File: config.mk
export PLATFORM = sky130hd
export DESIGN_NAME = dlct_top
export DESIGN_NICKNAME = d
export VERILOG_FILES = /design/src/rtl/dlct_prescaler.v /design/src/rtl/dlct_edge_detect.v /design/src/rtl/dlct_top.v
export VERILOG_INCLUDE_DIRS = /design/src /design/src/inc
export SDC_FILE = /design/constraint.sdc
export NUM_CORES = 1
export LEC_CHECK = 0
export BUFFER_PORTS_ARGS = -buffer_cell sky130_fd_sc_hd__clkbuf_2
export CAP_MARGIN = 10
export CORE_MARGIN = 2
export CORE_UTILIZATION = 30
export CTS_BUF_LIST = sky130_fd_sc_hd__clkbuf_4 sky130_fd_sc_hd__clkbuf_8 sky130_fd_sc_hd__clkbuf_16
export DETAILED_ROUTE_END_ITERATION = 10
export PLACE_DENSITY = 0.44
export REMOVE_ABC_BUFFERS = 1
export SYNTH_ARGS = -nofsm -noshare
export SYNTH_HDL_FRONTEND = slang
export SYNTH_SLANG_ARGS = --single-unit
File: constraint.sdc
create_clock -name pclk -period 2.61 [get_ports pclk]
set_input_delay 0.1305 -clock pclk [delete_from_list [all_inputs] [get_ports pclk]]
set_output_delay 0.1305 -clock pclk [all_outputs]
set_load 0.005 [all_outputs]
File: src/inc/dlct_defs.vh
/*
 Register offsets, field positions, reset values and timing counts
 for the dual counter/timer block. Assumes inclusion by bare name.
*/
`ifndef DLCT_DEFS_VH
`define DLCT_DEFS_VH

// Byte addresses of the APB registers (one aligned word each)
`define DLCT_ADDR_CTRL 12'h000
`define DLCT_ADDR_MODE 12'h004
`define DLCT_ADDR_CLK 12'h008
`define DLCT_ADDR_IEN 12'h00C
`define DLCT_ADDR_T0L 12'h010
`define DLCT_ADDR_T0H 12'h014
`define DLCT_ADDR_T1L 12'h018
`define DLCT_ADDR_T1H 12'h01C
`define DLCT_ADDR_GPOL 12'h020

// Control register fields
`define DLCT_CTRL_TF1 7
`define DLCT_CTRL_TR1 6
`define DLCT_CTRL_TF0 5
`define DLCT_CTRL_TR0 4

// Mode register: per timer nibble {gate, ct, mode[1:0]}
`define DLCT_MODE_T1_LSB 4
`define DLCT_MODE_T0_LSB 0
`define DLCT_MODE_GATE 3
`define DLCT_MODE_CT 2

// Clock control fields
`define DLCT_CLK_T1M 4
`define DLCT_CLK_T0M 3

// Interrupt enable fields
`define DLCT_IEN_ET1 3
`define DLCT_IEN_ET0 1

// Operating modes
`define DLCT_MODE_13 2'h0
`define DLCT_MODE_16 2'h1
`define DLCT_MODE_8R 2'h2
`define DLCT_MODE_SPLIT 2'h3

// Prescale divisors selected by the clock scale field
`define DLCT_DIV_SCA0 12
`define DLCT_DIV_SCA1 4
`define DLCT_DIV_SCA2 48
`define DLCT_DIV_SCA3 8

`define DLCT_RESET_BYTE 8'h00
`define DLCT_PRESCALE_W 6

`endif

File: src/rtl/dlct_prescaler.v
/*
 Prescaler: one-cycle enable pulse at pclk divided by the ratio
 chosen by the clock scale field. Assumes a single clock domain.
*/
`timescale 1ns/1ps
`include "dlct_defs.vh"

module dlct_prescaler
(
    input wire pclk,
    input wire presetn,
    input wire [1:0] scale,
    output reg tick
);
    reg [`DLCT_PRESCALE_W-1:0] cnt;
    reg [`DLCT_PRESCALE_W-1:0] last;

    localparam [`DLCT_PRESCALE_W-1:0] last_sca0 = `DLCT_DIV_SCA0 - 1;
    localparam [`DLCT_PRESCALE_W-1:0] last_sca1 = `DLCT_DIV_SCA1 - 1;
    localparam [`DLCT_PRESCALE_W-1:0] last_sca2 = `DLCT_DIV_SCA2 - 1;
    localparam [`DLCT_PRESCALE_W-1:0] last_sca3 = `DLCT_DIV_SCA3 - 1;

    always @*
    begin
        case (scale)
            2'h0: last = last_sca0;
            2'h1: last = last_sca1;
            2'h2: last = last_sca2;
            default: last = last_sca3;
        endcase
    end

    // A scale change mid-period clips the period rather than waiting
    always @(posedge pclk or negedge presetn)
    begin
        if (!presetn)
        begin
            cnt <= {`DLCT_PRESCALE_W{1'b0}};
            tick <= 1'b0;
        end
        else if (cnt >= last)
        begin
            cnt <= {`DLCT_PRESCALE_W{1'b0}};
            tick <= 1'b1;
        end
        else
        begin
            cnt <= cnt + 1'b1;
            tick <= 1'b0;
        end
    end
endmodule

File: src/rtl/dlct_edge_detect.v
/*
 Two-flop synchroniser and falling-edge detector for one event pin.
 Assumes the pin holds each level at least two pclk cycles.
*/
`timescale 1ns/1ps

module dlct_edge_detect
(
    input wire pclk,
    input wire presetn,
    input wire pin,
    output wire fall
);
    reg s1;
    reg s2;
    reg s3;

    always @(posedge pclk or negedge presetn)
    begin
        if (!presetn)
        begin
            s1 <= 1'b1;
            s2 <= 1'b1;
            s3 <= 1'b1;
        end
        else
        begin
            s1 <= pin;
            s2 <= s1;
            s3 <= s2;
        end
    end

    // One fall per two clocks at most is caught
    assign fall = s3 & ~s2;
endmodule

File: src/rtl/dlct_top.v
/*
 Dual counter/timer with APB register access.
 Assumes an APB master on pclk; event and gate pins synchronous.
*/
`timescale 1ns/1ps
`include "dlct_defs.vh"

module dlct_top
(
    input wire pclk,
    input wire presetn,
    input wire psel,
    input wire penable,
    input wire pwrite,
    input wire [11:0] paddr,
    input wire [31:0] pwdata,
    output reg [31:0] prdata,
    output wire pready,
    output wire pslverr,
    input wire first_timer_event_pin,
    input wire second_timer_event_pin,
    input wire first_external_gate_input,
    input wire second_external_gate_input,
    output wire first_timer_irq,
    output wire second_timer_irq
);
    reg [7:0] timer_control_register;
    reg [7:0] timer_mode_register;
    reg [7:0] clock_control_register;
    reg [7:0] interrupt_enable_register;
    reg [7:0] gate_polarity;
    reg [7:0] first_timer_low_byte;
    reg [7:0] first_timer_high_byte;
    reg [7:0] second_timer_low_byte;
    reg [7:0] second_timer_high_byte;

    wire prescale_tick;
    wire fall0;
    wire fall1;
    wire wr;
    wire mapped;

    dlct_prescaler u_pre
    (
        .pclk(pclk),
        .presetn(presetn),
        .scale(clock_control_register[1:0]),
        .tick(prescale_tick)
    );

    dlct_edge_detect u_ev0
    (
        .pclk(pclk),
        .presetn(presetn),
        .pin(first_timer_event_pin),
        .fall(fall0)
    );

    dlct_edge_detect u_ev1
    (
        .pclk(pclk),
        .presetn(presetn),
        .pin(second_timer_event_pin),
        .fall(fall1)
    );

    // Decode shared by write strobes and the mapped check
    function is_addr;
        input [11:0] a;
        input [11:0] target;
        begin
            is_addr = (a == target);
        end
    endfunction

    // Count tick for one timer from its own mode nibble and clock bit
    function tick_of;
        input [3:0] nib;
        input clk_sel;
        input ptick;
        input fall;
        begin
            if (nib[`DLCT_MODE_CT])
                tick_of = fall;
            else if (clk_sel)
                tick_of = 1'b1;
            else
                tick_of = ptick;
        end
    endfunction

    // Gating: run and (gate off or gate pin at configured level)
    function run_of;
        input tr;
        input gate;
        input pin;
        input pol;
        begin
            run_of = tr & (~gate | (pin == pol));
        end
    endfunction

    wire [3:0] nib0 = timer_mode_register[`DLCT_MODE_T0_LSB +: 4];
    wire [3:0] nib1 = timer_mode_register[`DLCT_MODE_T1_LSB +: 4];
    wire [1:0] mode0 = nib0[1:0];
    wire [1:0] mode1 = nib1[1:0];
    wire split = (mode0 == `DLCT_MODE_SPLIT);

    // Independent settings per timer
    wire tk0 = tick_of(nib0, clock_control_register[`DLCT_CLK_T0M],
                       prescale_tick, fall0);
    wire tk1 = tick_of(nib1, clock_control_register[`DLCT_CLK_T1M],
                       prescale_tick, fall1);
    // Split high half: timer only, clocked by first timer clock select
    wire tkh = clock_control_register[`DLCT_CLK_T0M] | prescale_tick;

    wire en0 = tk0 & run_of(timer_control_register[`DLCT_CTRL_TR0],
                            nib0[`DLCT_MODE_GATE],
                            first_external_gate_input, gate_polarity[0]);
    // Second timer stops entirely while the first is split
    wire en1 = tk1 & ~split & (mode1 != `DLCT_MODE_SPLIT) &
               run_of(timer_control_register[`DLCT_CTRL_TR1],
                      nib1[`DLCT_MODE_GATE],
                      second_external_gate_input, gate_polarity[1]);
    wire enh = split & tkh & timer_control_register[`DLCT_CTRL_TR1];

    // Next count for one timer; returns {overflow, high, low}
    function [16:0] step;
        input [1:0] mode;
        input [7:0] lo;
        input [7:0] hi;
        reg [13:0] c13;
        reg [16:0] c16;
        reg [8:0] c8;
        begin
            c13 = {1'b0, hi, lo[4:0]} + 14'h0001;
            c16 = {1'b0, hi, lo} + 17'h00001;
            c8 = {1'b0, lo} + 9'h001;
            case (mode)
                `DLCT_MODE_13:
                    step = {c13[13], c13[12:5], lo[7:5], c13[4:0]};
                `DLCT_MODE_16:
                    step = c16;
                `DLCT_MODE_8R:
                    step = c8[8] ? {1'b1, hi, hi} : {1'b0, hi, c8[7:0]};
                default:
                    step = {c8[8], hi, c8[7:0]};
            endcase
        end
    endfunction

    wire [16:0] nx0 = step(mode0, first_timer_low_byte,
                           first_timer_high_byte);
    wire [16:0] nx1 = step(mode1, second_timer_low_byte,
                           second_timer_high_byte);
    wire [8:0] nxh = {1'b0, first_timer_high_byte} + 9'h001;

    wire ovf0 = en0 & nx0[16];
    wire ovf1 = (en1 & nx1[16]) | (enh & nxh[8]);

    assign wr = psel & penable & pwrite;
    assign pready = 1'b1;
    // Unaligned offsets are refused like holes in the map
    assign mapped = (paddr[11:6] == 6'h00) && (paddr[1:0] == 2'h0) &&
                    (paddr[5] == 1'b0 || is_addr(paddr, `DLCT_ADDR_GPOL));
    assign pslverr = psel & penable & ~mapped;

    wire w_ctrl = wr & is_addr(paddr, `DLCT_ADDR_CTRL);
    wire w_t0l = wr & is_addr(paddr, `DLCT_ADDR_T0L);
    wire w_t0h = wr & is_addr(paddr, `DLCT_ADDR_T0H);
    wire w_t1l = wr & is_addr(paddr, `DLCT_ADDR_T1L);
    wire w_t1h = wr & is_addr(paddr, `DLCT_ADDR_T1H);

    // Config registers
    always @(posedge pclk or negedge presetn)
    begin
        if (!presetn)
        begin
            timer_mode_register <= `DLCT_RESET_BYTE;
            clock_control_register <= `DLCT_RESET_BYTE;
            interrupt_enable_register <= `DLCT_RESET_BYTE;
            gate_polarity <= `DLCT_RESET_BYTE;
        end
        else if (wr)
        begin
            if (is_addr(paddr, `DLCT_ADDR_MODE))
                timer_mode_register <= pwdata[7:0];
            if (is_addr(paddr, `DLCT_ADDR_CLK))
                clock_control_register <= pwdata[7:0];
            if (is_addr(paddr, `DLCT_ADDR_IEN))
                interrupt_enable_register <= pwdata[7:0];
            if (is_addr(paddr, `DLCT_ADDR_GPOL))
                gate_polarity <= pwdata[7:0];
        end
    end

    // Control: run bits plus flags; software write wins over set
    always @(posedge pclk or negedge presetn)
    begin
        if (!presetn)
            timer_control_register <= `DLCT_RESET_BYTE;
        else if (w_ctrl)
            timer_control_register <= pwdata[7:0];
        else
        begin
            if (ovf0)
                timer_control_register[`DLCT_CTRL_TF0] <= 1'b1;
            if (ovf1)
                timer_control_register[`DLCT_CTRL_TF1] <= 1'b1;
        end
    end

    // Counts; run bit never clears them
    always @(posedge pclk or negedge presetn)
    begin
        if (!presetn)
        begin
            first_timer_low_byte <= `DLCT_RESET_BYTE;
            first_timer_high_byte <= `DLCT_RESET_BYTE;
            second_timer_low_byte <= `DLCT_RESET_BYTE;
            second_timer_high_byte <= `DLCT_RESET_BYTE;
        end
        else
        begin
            // Byte writes take effect at once, running or not
            if (w_t0l)
                first_timer_low_byte <= pwdata[7:0];
            else if (en0)
                first_timer_low_byte <= nx0[7:0];
            if (w_t0h)
                first_timer_high_byte <= pwdata[7:0];
            else if (enh)
                first_timer_high_byte <= nxh[7:0];
            else if (en0 && !split)
                first_timer_high_byte <= nx0[15:8];
            if (w_t1l)
                second_timer_low_byte <= pwdata[7:0];
            else if (en1)
                second_timer_low_byte <= nx1[7:0];
            if (w_t1h)
                second_timer_high_byte <= pwdata[7:0];
            else if (en1)
                second_timer_high_byte <= nx1[15:8];
        end
    end

    // Interrupt requests forwarded only when enabled
    assign first_timer_irq = timer_control_register[`DLCT_CTRL_TF0] &
        interrupt_enable_register[`DLCT_IEN_ET0];
    assign second_timer_irq = timer_control_register[`DLCT_CTRL_TF1] &
        interrupt_enable_register[`DLCT_IEN_ET1];

    // Read data registered in the setup phase, valid in access phase
    always @(posedge pclk or negedge presetn)
    begin
        if (!presetn)
            prdata <= 32'h00000000;
        else if (psel && !penable && !pwrite)
        begin
            case (paddr)
                `DLCT_ADDR_CTRL: prdata <= {24'h000000,
                                            timer_control_register};
                `DLCT_ADDR_MODE: prdata <= {24'h000000,
                                            timer_mode_register};
                `DLCT_ADDR_CLK: prdata <= {24'h000000,
                                           clock_control_register};
                `DLCT_ADDR_IEN: prdata <= {24'h000000,
                                           interrupt_enable_register};
                `DLCT_ADDR_T0L: prdata <= {24'h000000,
                                           first_timer_low_byte};
                `DLCT_ADDR_T0H: prdata <= {24'h000000,
                                           first_timer_high_byte};
                `DLCT_ADDR_T1L: prdata <= {24'h000000,
                                           second_timer_low_byte};
                `DLCT_ADDR_T1H: prdata <= {24'h000000,
                                           second_timer_high_byte};
                `DLCT_ADDR_GPOL: prdata <= {24'h000000, gate_polarity};
                default: prdata <= 32'h00000000;
            endcase
        end
    end
endmodule

-- Yosys cells after proc, flatten, opt, wreduce, memory -nomap -nowiden
Index checks and enable logic that the tools add are counted.
- flip-flop bits (word level): 117
- input bits: 53
- output and inout port bits: 36
- logic and storage cells: 143
- add/sub/neg operators: 8
- order comparisons: 1
- eq/ne operators: 22
- muxes and demuxes: 25
- bitwise operators: 34
- reduce and logical (&&, ||, !) cells: 31
- operators by type and width (operator ; number):
    17-bit case mux with 3 select lines ; 2
    8-bit 2-to-1 mux ; 9
    8-bit case mux with 9 select lines ; 1
    12-bit by 5-bit equality test with 1-bit output, second input constant ; 4
    16-bit by 1-bit adder with 17-bit output, second input constant ; 2
    17-bit 2-to-1 mux ; 2
    13-bit by 1-bit adder with 14-bit output, second input constant ; 2
    8-bit by 1-bit adder with 9-bit output, second input constant ; 3
    12-bit by 4-bit equality test with 1-bit output, second input constant ; 2
    1-bit bitwise AND ; 23
    6-bit case mux with 3 select lines ; 1
    12-bit by 3-bit equality test with 1-bit output, second input constant ; 1
    12-bit by 6-bit equality test with 1-bit output, second input constant ; 1
    12-bit logical NOT ; 1
    2-bit AND reduction ; 6
    2-bit nonzero test ; 5
    1-bit 2-to-1 mux ; 9
    2-bit equality test, second input constant ; 4
    2-bit logical NOT ; 4
    2-bit != test, second input constant ; 4
    1-bit inverter ; 7
    6-bit by 1-bit adder with 6-bit output, second input constant ; 1
    2-bit by 1-bit equality test with 1-bit output, second input constant ; 3
    6-bit greater-or-equal comparator ; 1
    other kinds (11) ; 23

-- Depth between registers and ports, before layout
Gate-level depths: netlist (run 1).
- depth in word-level cells: 10
- depth in mapped cells: 8
- mapped depth without buffers: 7

-- Cells and area by module
Synthesis (run 1) repeated with hierarchy kept, for this count alone.
- cell total of the unflattened synthesis: 653
- area, all modules: 5999.5 sq um
- by module, submodules not included (module ; times used ; cells an instance ; area each (sq um) ; sequential area each (sq um)):
    dlct_top ; 1 ; 612 ; 5461.5 ; 2001.9
    dlct_prescaler ; 1 ; 33 ; 352.8 ; 175.2
    dlct_edge_detect ; 2 ; 4 ; 92.6 ; 78.8

-- Least setup slack after synthesis (run 1)
Ideal clock, no wire load.
- path kind: register to register
- from: reg second_timer_low_byte[0]
- to: reg second_timer_low_byte[0]
- library setup time: 0.125 ns
- arrival: 1.823 ns
- data required time: 2.485 ns
- path slack: 0.662 ns
- cell stages (with the launch flop): 7
- buffers on the path: 0
- cell sequence: dfrtp_1 -> ha_1 -> nand4_1 -> nor3_1 -> or3_1 -> o311ai_0 -> mux2_2
- longest elaborated chain between the ends: 5
- elaborated cells between the ends (all ways): 7
- those cells by class: add/sub (3); mux (4)
- RTL lines (what ; line ; source):
    start: declaration ; dlct_top.v:34 ; reg [7:0] second_timer_low_byte;
    start signal: assignment ; dlct_top.v:220 ; second_timer_low_byte <= `DLCT_RESET_BYTE;
    start signal: assignment ; dlct_top.v:237 ; second_timer_low_byte <= pwdata[7:0];
    start signal: assignment ; dlct_top.v:239 ; second_timer_low_byte <= nx1[7:0];
    8-bit by 1-bit adder with 9-bit output ; dlct_top.v:138 ; c8 = {1'b0, lo} + 9'h001;
    17-bit 2-to-1 mux ; dlct_top.v:145 ; step = c8[8] ? {1'b1, hi, hi} : {1'b0, hi, c8[7:0]};
    17-bit case mux with 3 select lines (*) ; dlct_top.v:139 ; case (mode)
    8-bit 2-to-1 mux (*) ; dlct_top.v:238 ; else if (en1)
    8-bit 2-to-1 mux (*) ; dlct_top.v:236 ; if (w_t1l)
Every way passes the cells marked *; elsewhere a longest branch is shown, timed or not. The select of a mux whose other input is x is not followed.
A chain may end at the register's enable or synchronous reset.

-- Final worst setup path (run 1)
- from: reg first_timer_low_byte[0]
- to: reg first_timer_low_byte[1]
- longest elaborated chain between the ends: 5
- elaborated cells between the ends (all ways): 7
- those cells by class: add/sub (3); mux (4)
- RTL lines (what ; line ; source):
    start: declaration ; dlct_top.v:32 ; reg [7:0] first_timer_low_byte;
    start signal: assignment ; dlct_top.v:218 ; first_timer_low_byte <= `DLCT_RESET_BYTE;
    start signal: assignment ; dlct_top.v:227 ; first_timer_low_byte <= pwdata[7:0];
    start signal: assignment ; dlct_top.v:229 ; first_timer_low_byte <= nx0[7:0];
    8-bit by 1-bit adder with 9-bit output ; dlct_top.v:138 ;
    17-bit 2-to-1 mux ; dlct_top.v:145 ;
    17-bit case mux with 3 select lines (*) ; dlct_top.v:139 ;
    8-bit 2-to-1 mux (*) ; dlct_top.v:228 ; else if (en0)
    8-bit 2-to-1 mux (*) ; dlct_top.v:226 ; if (w_t0l)
Marks and branches as above.

==> impl_metrics.json, run 1 <==
{
  "outcome": "complete, no violations",
  "hold_end": "timer_control_register[6]",
  "clkLatencyLatePin_ns": 0.36,
  "intPower_mw": 2.56,
  "dpl.hpwl_um": 13100,
  "max_freq_mhz": 453,
  "synthesis.area_um2": 5910,
  "cp.arrival_ns": 2.45,
  "grt_start_max_net_pins": 43,
  "overflow": 0,
  "routed_wl_um": 18100,
  "hold_viol_final": 0,
  "layout.nets": 720,
  "syn_area_per_cell_um2": 9.44,
  "finalCritPeriodShare_pct": 84.6,
  "maxCapViolCount": 0,
  "p_per_area_nw_per_um2": 551,
  "p_sw_share_pct": 30.3,
  "grt_pass1_vias": 4815,
  "reg2reg_slack_ns": 0.40,
  "setup_viol": 0,
  "syn_inst": 626,
  "n_antenna_cell": 0,
  "leakage_nw": 2.88,
  "power.switching_mw": 1.12,
  "wl_per_cell_um": 19.4,
  "drt_iter0_drc": 458,
  "drc": 0,
  "ant_nets": 0,
  "rows": 51,
  "clkPwrFrac_pct": 38.1,
  "num_vias": 4901,
  "synth.yosys.seq_area_share_pct": 39.5,
  "timing.rr.end": "first_timer_low_byte[1]",
  "grt_pass1_wl_um": 28600,
  "cp.required_ns": 2.85,
  "synth_edf_count": 0,
  "pwr-share-seq_pct": 46.3,
  "holdCritPathClass": "in -> reg",
  "tns_ns": 0,
  "ys_ff_latch": 93,
  "ios": 89,
  "viasPerCell": 5.27,
  "die_w_um": 144,
  "min_path_cells": 3,
  "r2r_cells": 7,
  "grt_usage_pct": 18.4,
  "synth_cell_types": 66,
  "crit_type": "reg -> reg",
  "crit_slowest_cell": "nor3_2",
  "power_frac_comb_pct": 15.6,
  "worstSetupEndpointType": "flop",
  "start_kind": "flop",
  "path_common_cell": "nand2_1",
  "drv_slew": 0,
  "async_flop_share_pct": 100,
  "fin_cells": 930,
  "dr.pass1.iters": 5,
  "cts_resized": 0,
  "max_slew.worst_pin.slew_ns": 0.881,
  "yosysWarnings": 0,
  "post-route-min-period_ns": 2.21,
  "area_growth_pct": 12.9,
  "final_common_cell": "dfrtp_1",
  "cts_tree": "done",
  "ctsRootBufferMaster": "clkbuf_16",
  "worstHoldStart": "pwdata[6]",
  "start_util_pct": 30.5,
  "slew_headroom_pct": 41.2,
  "die_area_um2": 20800,
  "dp.cells": 911,
  "drive_gt1_share_pct": 22.1,
  "antenna_found_initial": 0,
  "rsz0062_at_grt": "no",
  "crit_path_max_incr_delay_ns": 0.62,
  "die_height_um": 144,
  "cp_max_fo": 8,
  "clock_path_buffers": 2,
  "htree_levels": 3,
  "r2r-start": "first_timer_low_byte[0]",
  "synth_ff_type": "dfrtp_1",
  "clk_pin_slew_ns": 0.08,
  "io_buffers": 39,
  "fin_skew_ns": 0.0121,
  "cts_buffers": 9,
  "clock-sinks": 93,
  "mostFrequentLayoutCells": "dfrtp_1 (87), nand2_1 (65), a21oi_1 (47), nor2_1 (44), clkbuf_2 (38)",
  "vdd_drop_max_mv": 0.368,
  "gp_congestion": 0.873,
  "crit_chain": "ha_1 > nand4_1 > nor3_2 > mux2i_1 > nand2_1 > o211ai_1 > nand2_1",
  "fp.coreArea_um2": 19400,
  "n_fill_cell": 2012
}
==> how the worst max path moves through the flow <==
stage / from / to / slack (ns) / depth (start not counted)
floorplan: u_ev0.s3 / first_timer_high_byte[3] / 0.52 / 6
global placement: u_pre.tick / first_timer_high_byte[3] / 0.46 / 6
detailed placement: first_timer_low_byte[0] / first_timer_low_byte[1] / 0.44 / 7
CTS: first_timer_low_byte[0] / first_timer_low_byte[6] / 0.41 / 7
global route: second_timer_low_byte[0] / second_timer_high_byte[2] / 0.22 / 7
finish: first_timer_low_byte[0] / first_timer_low_byte[1] / 0.40 / 7
==> metal layers <==
metal / track usage [%] / share of wire [%] / vias to the layer above
met5: 0 / 0 / -
met4: 7.77 / 3.1 / 0
met3: 2.09 / 4.4 / 32
met2: 27.5 / 44 / 144
met1: 26.8 / 48 / 2417
li1: - / - / 2308
==> state kept, by name, indices dropped and copies added (netlist names) <==
name / flops
prdata: 8
first_timer_high_byte: 8
clock_control_register: 8
interrupt_enable_register: 8
timer_control_register: 8
second_timer_low_byte: 8
timer_mode_register: 8
u_ev0.s2: 1
u_pre.cnt: 6
first_timer_low_byte: 8
u_ev1.s3: 1
u_ev1.s2: 1
u_ev0.s3: 1
u_ev0.s1: 1
gate_polarity: 8
u_pre.tick: 1
second_timer_high_byte: 8
u_ev1.s1: 1
==> synthesized netlist by cell type, types with 3 or more instances <==
| cell | number | area [um2] |
|---|---|---|
| a211oi_1 | 9 | 67.6 |
| a21o_1 | 5 | 37.5 |
| a21oi_1 | 47 | 235 |
| a221oi_1 | 4 | 35.0 |
| a22o_1 | 8 | 70.1 |
| a22oi_1 | 9 | 67.6 |
| a31oi_1 | 9 | 56.3 |
| and2_1 | 7 | 43.8 |
| and3_1 | 5 | 31.3 |
| buf_1 | 4 | 15.0 |
| buf_2 | 10 | 50.1 |
| buf_4 | 25 | 188 |
| clkbuf_1 | 21 | 78.8 |
| dfrtp_1 | 87 | 2180 |
| dfstp_2 | 6 | 158 |
| ha_1 | 7 | 87.6 |
| inv_1 | 12 | 45.0 |
| mux2_2 | 37 | 417 |
| mux2i_1 | 5 | 50.1 |
| mux4_2 | 8 | 180 |
| nand2_1 | 65 | 244 |
| nand2b_1 | 5 | 31.3 |
| nand3_1 | 17 | 85.1 |
| nand4_1 | 9 | 56.3 |
| nor2_1 | 44 | 165 |
| nor2b_1 | 4 | 25.0 |
| nor3_1 | 9 | 45.0 |
| nor3_2 | 5 | 50.1 |
| nor3b_1 | 3 | 22.5 |
| nor4_1 | 9 | 56.3 |
| nor4_2 | 4 | 50.1 |
| o211a_1 | 3 | 30.0 |
| o211ai_1 | 4 | 30.0 |
| o21ai_0 | 30 | 150 |
| o21bai_1 | 3 | 22.5 |
| o221ai_1 | 3 | 26.3 |
| o31ai_1 | 6 | 45.0 |
| or2_2 | 5 | 31.3 |
| or3_1 | 9 | 56.3 |
| xnor2_1 | 14 | 123 |
| xor2_1 | 16 | 140 |
==> worst max-delay path: cells and delay by family, from the launching register on <==
kind | cells | cell delay (ns)
AOI/OAI and AO/OA | 1 | 0.08
adders and majority gates | 1 | 0.25
DFF | 1 | 0.45
muxes | 1 | 0.25
and+or+nand+nor | 4 | 1.07
==> power groups by stage <==
stage	logic [mW]	clock network, mW	registers, mW
2_1_floorplan	0.365	0	1.68
3_3_place_gp	0.558	0	1.73
3_5_place_dp	0.568	0	1.73
4_1_cts	0.574	1.42	1.70
5_1_grt	0.642	1.49	1.73
6_report	0.572	1.40	1.70
==> cells by family (layout without fill, tap and decap cells) <==
family                   Yosys count  after routing  share of synthesized area (%)
AND/OR/NAND/NOR                  214            214                           19.4
flip-flops                        93             93                           39.5
adder cells (fa/ha/maj)            7              7                           1.48
multiplexers                      50             50                           10.9
XOR/XNOR                          30             30                           4.45
buffers and inverters             73             89                           6.44
other                              2             25                          0.127
AO/OA/AOI/OAI                    157            157                           17.7
==> metrics by stage <==
| step | util, % | power [mW] | cell area (um2) | setup slack, ns | hold WS [ns] |
|---|---|---|---|---|---|
| detailed placement | 32.7 | 2.30 | 6340 | 0.440 | 0.0996 |
| global placement | 32.7 | 2.28 | 6340 | 0.455 | 0.0974 |
| CTS | 34.4 | 3.70 | 6670 | 0.409 | 0.150 |
| global route | 34.4 | 3.86 | 6670 | 0.223 | 0.213 |
| finish | 34.4 | 3.68 | 6670 | 0.403 | 0.165 |
| floorplan | - | 2.04 | 5660 | 0.524 | -0.165 |
==> cell type report <==
class,instances,area (um2),area share (%)
clock inverter,6,70.1,1.05
tap,265,332,4.97
inverter,13,48.8,0.731
clock buffer,10,233,3.49
timing repair buffer,60,375,5.62
sequential,93,2330,35.0
multi-input combinational,483,3280,49.2
==> timing repair <==
action                                 CTS  global route
endpoints found under the hold margin   25             0
hold buffers                             3             0
buffers inserted                         0             0
Note: power is estimated with default switching activity, not from simulation.
==> inputs of run 2 (changes only) <==
--- a/config.mk
+++ b/config.mk
@@ -6,13 +6,14 @@
 export SDC_FILE = /design/constraint.sdc
 export NUM_CORES = 1
 export LEC_CHECK = 0
+export ABC_AREA = 1
 export BUFFER_PORTS_ARGS = -buffer_cell sky130_fd_sc_hd__clkbuf_2
 export CAP_MARGIN = 10
 export CORE_MARGIN = 2
 export CORE_UTILIZATION = 30
 export CTS_BUF_LIST = sky130_fd_sc_hd__clkbuf_4 sky130_fd_sc_hd__clkbuf_8 sky130_fd_sc_hd__clkbuf_16
 export DETAILED_ROUTE_END_ITERATION = 10
-export PLACE_DENSITY = 0.44
+export PLACE_DENSITY = 0.46
 export REMOVE_ABC_BUFFERS = 1
 export SYNTH_ARGS = -nofsm -noshare
 export SYNTH_HDL_FRONTEND = slang
==> constraint.sdc (replaced) <==
create_clock -name pclk -period 2 [get_ports pclk]
set_input_delay 0.1 -clock pclk [delete_from_list [all_inputs] [get_ports pclk]]
set_output_delay 0.1 -clock pclk [all_outputs]
set_load 0.005 [all_outputs]
==> run 2 against run 1 <==
Against the previous run: sequential share of layout area decreased by 4.8 points; sequential cell count unchanged; register-to-register slack worse by 0.23 ns; routed wire length grew 29%; via count grew 36%.
==> impl_metrics.json, run 2 <==
{
  "finalPower_mw": 4.97,
  "grt_start_max_net_pins": 38,
  "holdWs_ns": 0.0270,
  "routed_wl_um": 23400,
  "wl_per_cell_um": 17.4,
  "slew_headroom_pct": 64.0,
  "clock-sinks": 93,
  "seqCellArea_um2": 2330,
  "start_kind": "flop",
  "crit_slowest_cell": "dfrtp_1",
  "p_per_area_nw_per_um2": 643,
  "die_w_um": 155,
  "synth.yosys.seq_area_share_pct": 34.1,
  "dp.cells": 1329,
  "drt_iter0_drc": 398,
  "grt_usage_pct": 20.3,
  "post-place-ws_ns": 0.157,
  "r2r-start": "second_timer_low_byte[0]",
  "setup_viol": 0,
  "area_growth_pct": 12.9,
  "holdCritPathClass": "in -> reg",
  "htree_levels": 3,
  "outcome": "complete, no violations",
  "dpl.hpwl_um": 18100,
  "rsz0062_at_grt": "no",
  "async_flop_share_pct": 100,
  "worstHoldStart": "pwdata[0]",
  "placed_area_um2": 7410,
  "gp_congestion": 0.899,
  "final_util_pct": 34.4,
  "synthesis.area_um2": 6850,
  "io_buffers": 39,
  "ys_ff_latch": 93,
  "rows": 55,
  "fin_skew_ns": 0.00813,
  "hold_viol_final": 0,
  "critPathLaunch": "second_timer_low_byte[0]",
  "viasPerCell": 4.94,
  "crit_path_max_incr_delay_ns": 0.45,
  "fin_ws_ns": 0.175,
  "cts_buffers": 9,
  "critical_path.top_delay_family": "simple AND/OR/NAND/NOR gates",
  "final_common_cell": "nand2_1",
  "die_area_um2": 24100,
  "synth_ff_type": "dfrtp_1",
  "crit_chain": "ha_1 > inv_1 > nor2_4 > nand2_2 > nor2_4 > inv_2 > o211ai_1 > nand3_1",
  "multi_input_area_um2": 3840,
  "r2r_cells": 8,
  "yosysTopAreaCell": "dfrtp_1",
  "n_fill_cell": 2436,
  "path_common_cell": "nor2_4",
  "grt_pass1_wl_um": 37000,
  "synth_top_area_share_pct": 31.8,
  "max_freq_mhz": 548,
  "maxCapViolCount": 0,
  "post-route-min-period_ns": 1.83,
  "crit_buf_inv": 2,
  "crit_cells": 8,
  "antenna_found_initial": 0,
  "max_slew.worst_pin.slew_ns": 0.539,
  "fp.coreArea_um2": 22500,
  "synth.area.top_cells": "dfrtp_1 (32%), nand2_1 (16%), nand3_1 (12%), inv_1 (5.3%), nor2_1 (4.3%)",
  "drc": 0,
  "syn_inst": 1002,
  "cp_max_fo": 8,
  "tns_ns": 0,
  "start_util_pct": 30.4,
  "yosysWarnings": 0,
  "postCtsSetupBuffers": 0,
  "clk_pin_slew_ns": 0.06,
  "synth_edf_count": 0,
  "overflow": 0,
  "vdd_drop_max_mv": 0.387,
  "leakage_nw": 3.92,
  "grt_pass1_vias": 6382,
  "synthTopCellsByCount": "nand2_1 (301), nand3_1 (163), inv_1 (96), dfrtp_1 (87), nor2_1 (78)",
  "worstSetupEndpointType": "flop",
  "final_cell_area_um2": 7730,
  "min_path_cells": 3,
  "cp.arrival_ns": 2.05,
  "n_antenna_cell": 0,
  "num_vias": 6653,
  "clkLatencyLatePin_ns": 0.35,
  "drive_gt1_share_pct": 15.6,
  "ant_nets": 0,
  "cp.required_ns": 2.23,
  "drv_slew": 0,
  "die_height_um": 155,
  "synth_cell_types": 45,
  "syn_area_per_cell_um2": 6.84,
  "ios": 89,
  "clock_path_buffers": 2,
  "crit_type": "reg -> reg",
  "finalCritPeriodShare_pct": 91.3,
  "fin_cells": 1348,
  "ctsRootBufferMaster": "clkbuf_16",
  "layout.nets": 1118,
  "dr.pass1.iters": 5,
  "yosysMostFrequentCell": "nand2_1",
  "cts_tree": "done",
  "mostFrequentLayoutCells": "nand2_1 (301), nand3_1 (162), inv_1 (96), dfrtp_1 (87), nor2_1 (78)"
}
run 2: final timing paths:
path	end	slack (ns)
worst max-delay path	second_timer_low_byte[4]	0.17
worst max register to register	second_timer_low_byte[4]	0.17
worst min register to register	u_ev0.s2	0.35
min in group asynchronous	first_timer_high_byte[7]	0.24
max in group asynchronous	u_ev0.s3	1.13
worst min-delay path	second_timer_low_byte[0]	0.03
run 2: per-layer routing:
| metal | GRT usage, % | wire (um) | vias to the layer above |
|---|---|---|---|
| met5 | 0 | 0 | - |
| met4 | 5.07 | 360 | 0 |
| met3 | 2.28 | 828 | 24 |
| met2 | 35.5 | 11500 | 138 |
| met1 | 26.6 | 10700 | 3159 |
| li1 | - | - | 3332 |
run 2: repair_timing:
| item | 4_1_cts | 5_1_grt |
|---|---|---|
| setup endpoints to repair | 0 | 1 |
| resized for setup | 0 | 1 |
| hold buffers | 3 | 0 |
| hold endpoints to repair | 24 | 0 |
run 2: worst register-to-register path: cells and delay by family (launching register included):
kind	cells	cell delay (ns)
flip-flops	1	0.45
AND/OR/NAND/NOR	4	0.68
AO/OA/AOI/OAI	1	0.17
buffers and inverters	2	0.18
adder cells (fa/ha/maj)	1	0.22
run 2: layout make-up:
class | count | area share [%]
clock buffer | 14 | 3.56
clock inverter | 2 | 0.129
inverter | 106 | 5.18
multi-input combinational | 775 | 49.7
sequential | 93 | 30.2
tap | 285 | 4.61
timing repair buffer | 73 | 6.60
run 2: logic make-up (layout without fill, tap and decap cells):
| logic type | Yosys count | count (layout) | share of synthesized area [%] |
|---|---|---|---|
| and+or+nand+nor | 618 | 618 | 42.1 |
| buffers and inverters | 157 | 195 | 11.1 |
| AOI/OAI and AO/OA | 111 | 111 | 9.55 |
| DFF | 93 | 93 | 34.1 |
| xor gates and xnor gates | 14 | 14 | 1.79 |
| adders and majority gates | 7 | 7 | 1.28 |
| other | 2 | 25 | 0.110 |
run 2: where the power goes:
group	switching (mW)	leakage (nW)	internal [mW]
Clock	0.749	0.147	0.951
Sequential	0.237	1.23	2.04
Combinational	0.642	2.54	0.355
Total	1.63	3.92	3.34
==> inputs of run 3 (changes only) <==
--- a/config.mk
+++ b/config.mk
@@ -6,7 +6,6 @@
 export SDC_FILE = /design/constraint.sdc
 export NUM_CORES = 1
 export LEC_CHECK = 0
-export ABC_AREA = 1
 export BUFFER_PORTS_ARGS = -buffer_cell sky130_fd_sc_hd__clkbuf_2
 export CAP_MARGIN = 10
 export CORE_MARGIN = 2
==> run 3 against run 2 <==
Against the previous run: sequential cell count stayed put; clock power is 4% higher; count of clock-buffer cells in the layout is 4 lower; largest power group unchanged; largest cell class unchanged; final area is 6.8% lower; power is 3.0% lower; clock skew is 0.0023 ns higher; first-iteration DRC count is 1.5% higher; combinational power is 12% lower; routed wire length is 20% lower.
==> impl_metrics.json, run 3 (synthesis gave the netlist of run 1 again) <==
{
  "leakage_nw": 3.17,
  "grt_pass1_vias": 4942,
  "worstSetupEndpointType": "flop",
  "fp.coreArea_um2": 19400,
  "finalCritPeriodShare_pct": 96.3,
  "start_util_pct": 30.5,
  "r2r-start": "timer_mode_register[1]",
  "die_w_um": 144,
  "dp.cells": 967,
  "max_slew.worst_pin.slew_ns": 0.531,
  "ctsRootBufferMaster": "clkbuf_16",
  "timing.rr.end": "second_timer_high_byte[1]",
  "crit_type": "reg -> reg",
  "overflow": 0,
  "die_area_um2": 20800,
  "htree_levels": 3,
  "tns_ns": 0,
  "hold_viol_final": 0,
  "worstHoldStart": "pwdata[2]",
  "holdCritPathClass": "in -> reg",
  "cts_buffers": 9,
  "final_common_cell": "dfrtp_1",
  "drt_iter0_drc": 404,
  "drc": 0,
  "dr.pass1.iters": 5,
  "maxCapViolCount": 0,
  "die_height_um": 144,
  "outcome": "complete, no violations",
  "post-route-min-period_ns": 1.93,
  "area_growth_pct": 21.9,
  "fin_cells": 989,
  "ant_nets": 0,
  "gp_congestion": 0.871,
  "num_vias": 5170,
  "intPower_mw": 3.33,
  "grt_usage_pct": 18.5,
  "power.switching_mw": 1.49,
  "antenna_found_initial": 0,
  "power_frac_comb_pct": 18.1,
  "routed_wl_um": 18700,
  "layout.nets": 779,
  "clock-sinks": 93,
  "dpl.hpwl_um": 14100,
  "r2r_cells": 7,
  "wl_per_cell_um": 18.9,
  "vdd_drop_max_mv": 0.480,
  "p_sw_share_pct": 31.0,
  "clock_path_buffers": 2,
  "grt_start_max_net_pins": 43,
  "cp.arrival_ns": 2.21,
  "ios": 89,
  "slew_headroom_pct": 64.5,
  "hold_end": "timer_control_register[2]",
  "min_path_cells": 3,
  "p_per_area_nw_per_um2": 670,
  "multi_input_area_um2": 3330,
  "pwr-share-seq_pct": 45.3,
  "fin_skew_ns": 0.0104,
  "cp_max_fo": 6,
  "setup_viol": 0,
  "n_antenna_cell": 0,
  "start_kind": "flop",
  "viasPerCell": 5.23,
  "drive_gt1_share_pct": 30.0,
  "rows": 51,
  "cts_tree": "done",
  "rsz0062_at_grt": "yes",
  "cp.required_ns": 2.29,
  "seqCellArea_um2": 2340,
  "drv_slew": 0,
  "grt_pass1_wl_um": 28900,
  "io_buffers": 39,
  "mostFrequentLayoutCells": "dfrtp_1 (86), buf_4 (72), nand2_1 (65), a21oi_1 (47), nor2_1 (44)",
  "clkLatencyLatePin_ns": 0.36,
  "n_fill_cell": 1980,
  "clkPwrFrac_pct": 36.6,
  "max_freq_mhz": 519,
  "clk_pin_slew_ns": 0.08,
  "reg2reg_slack_ns": 0.07
}
## run 3: cell count changes in the layout (fill, tap and decap cells not counted), sizes merged, moves of 9 or more
cell / delta
inv: -89
buf: +45
o21ai: -47
or3: +9
xnor2: +10
nor2: -57
mux2: +37
a21oi: +36
a22oi: +9
nand3: -149
nand2: -249
nor4: +14
## run 3: area by class of cell
type,count,area share (%)
flip-flops and latches,93,32.4
inverters,13,0.677
repair buffers,119,12.0
clock inverters,6,0.764
clock buffers,10,3.32
well taps,265,4.60
multi-input cells,483,46.2
## run 3: worst max-delay path by stage
stage | startpoint | slack, ns | depth (start not counted) | endpoint
floorplan | u_ev0.s3 | -0.09 | 6 | first_timer_high_byte[3]
detailed placement | gate_polarity[1] | 0.02 | 6 | second_timer_high_byte[3]
finish | timer_mode_register[1] | 0.07 | 7 | second_timer_high_byte[1]
global route | timer_mode_register[1] | -0.03 | 6 | second_timer_high_byte[5]
CTS | gate_polarity[1] | 0.001 | 6 | second_timer_high_byte[3]
global placement | gate_polarity[1] | 0.02 | 6 | second_timer_high_byte[3]
## run 3: critical path: stages, from the launching register on
cell and delay [ns]:
dfrtp_1 0.38, a21bo_2 0.25, a221oi_4 0.26, nand2_2 0.15, buf_4 0.16, or3_1 0.36, xor2_1 0.15, a21oi_1 0.14
## run 3: timing repair
action / in CTS / in global routing
hold endpoints to repair: 29 / 0
buffers inserted: 0 / 3
pin swaps: 1 / 10
gates cloned: 0 / 0
endpoints found under the setup margin: 1 / 17
resized for setup: 0 / 13
hold buffers: 3 / 0
## run 3: metal layers
metal	vias to the layer above	wire length [um]	GRT usage (%)
met4	0	308	5.06
met2	137	8250	27.3
met5	-	0	0
li1	2429	-	-
met1	2588	9260	27.7
met3	16	846	3.21
## run 3: stage by stage
step,setup slack (ns),power [mW],utilization (%),area [um2],hold slack [ns]
3_5_place_dp,0.0173,3.09,35.1,6810,0.0951
5_1_grt,-0.0259,5.06,37.1,7200,0.157
2_1_floorplan,-0.0859,2.67,-,5660,-0.196
6_report,0.0742,4.83,37.1,7200,0.145
3_3_place_gp,0.0202,3.06,35.1,6810,0.0863
4_1_cts,0.00150,4.87,36.8,7140,0.131
## run 3: power by group through the flow
stage / registers [mW] / clock network (mW) / logic [mW]
after global routing: 2.21 / 1.87 / 0.977
after global placement: 2.21 / 0 / 0.851
after CTS: 2.18 / 1.81 / 0.878
after floorplan: 2.19 / 0 / 0.476
after detailed placement: 2.22 / 0 / 0.873
final: 2.19 / 1.77 / 0.873
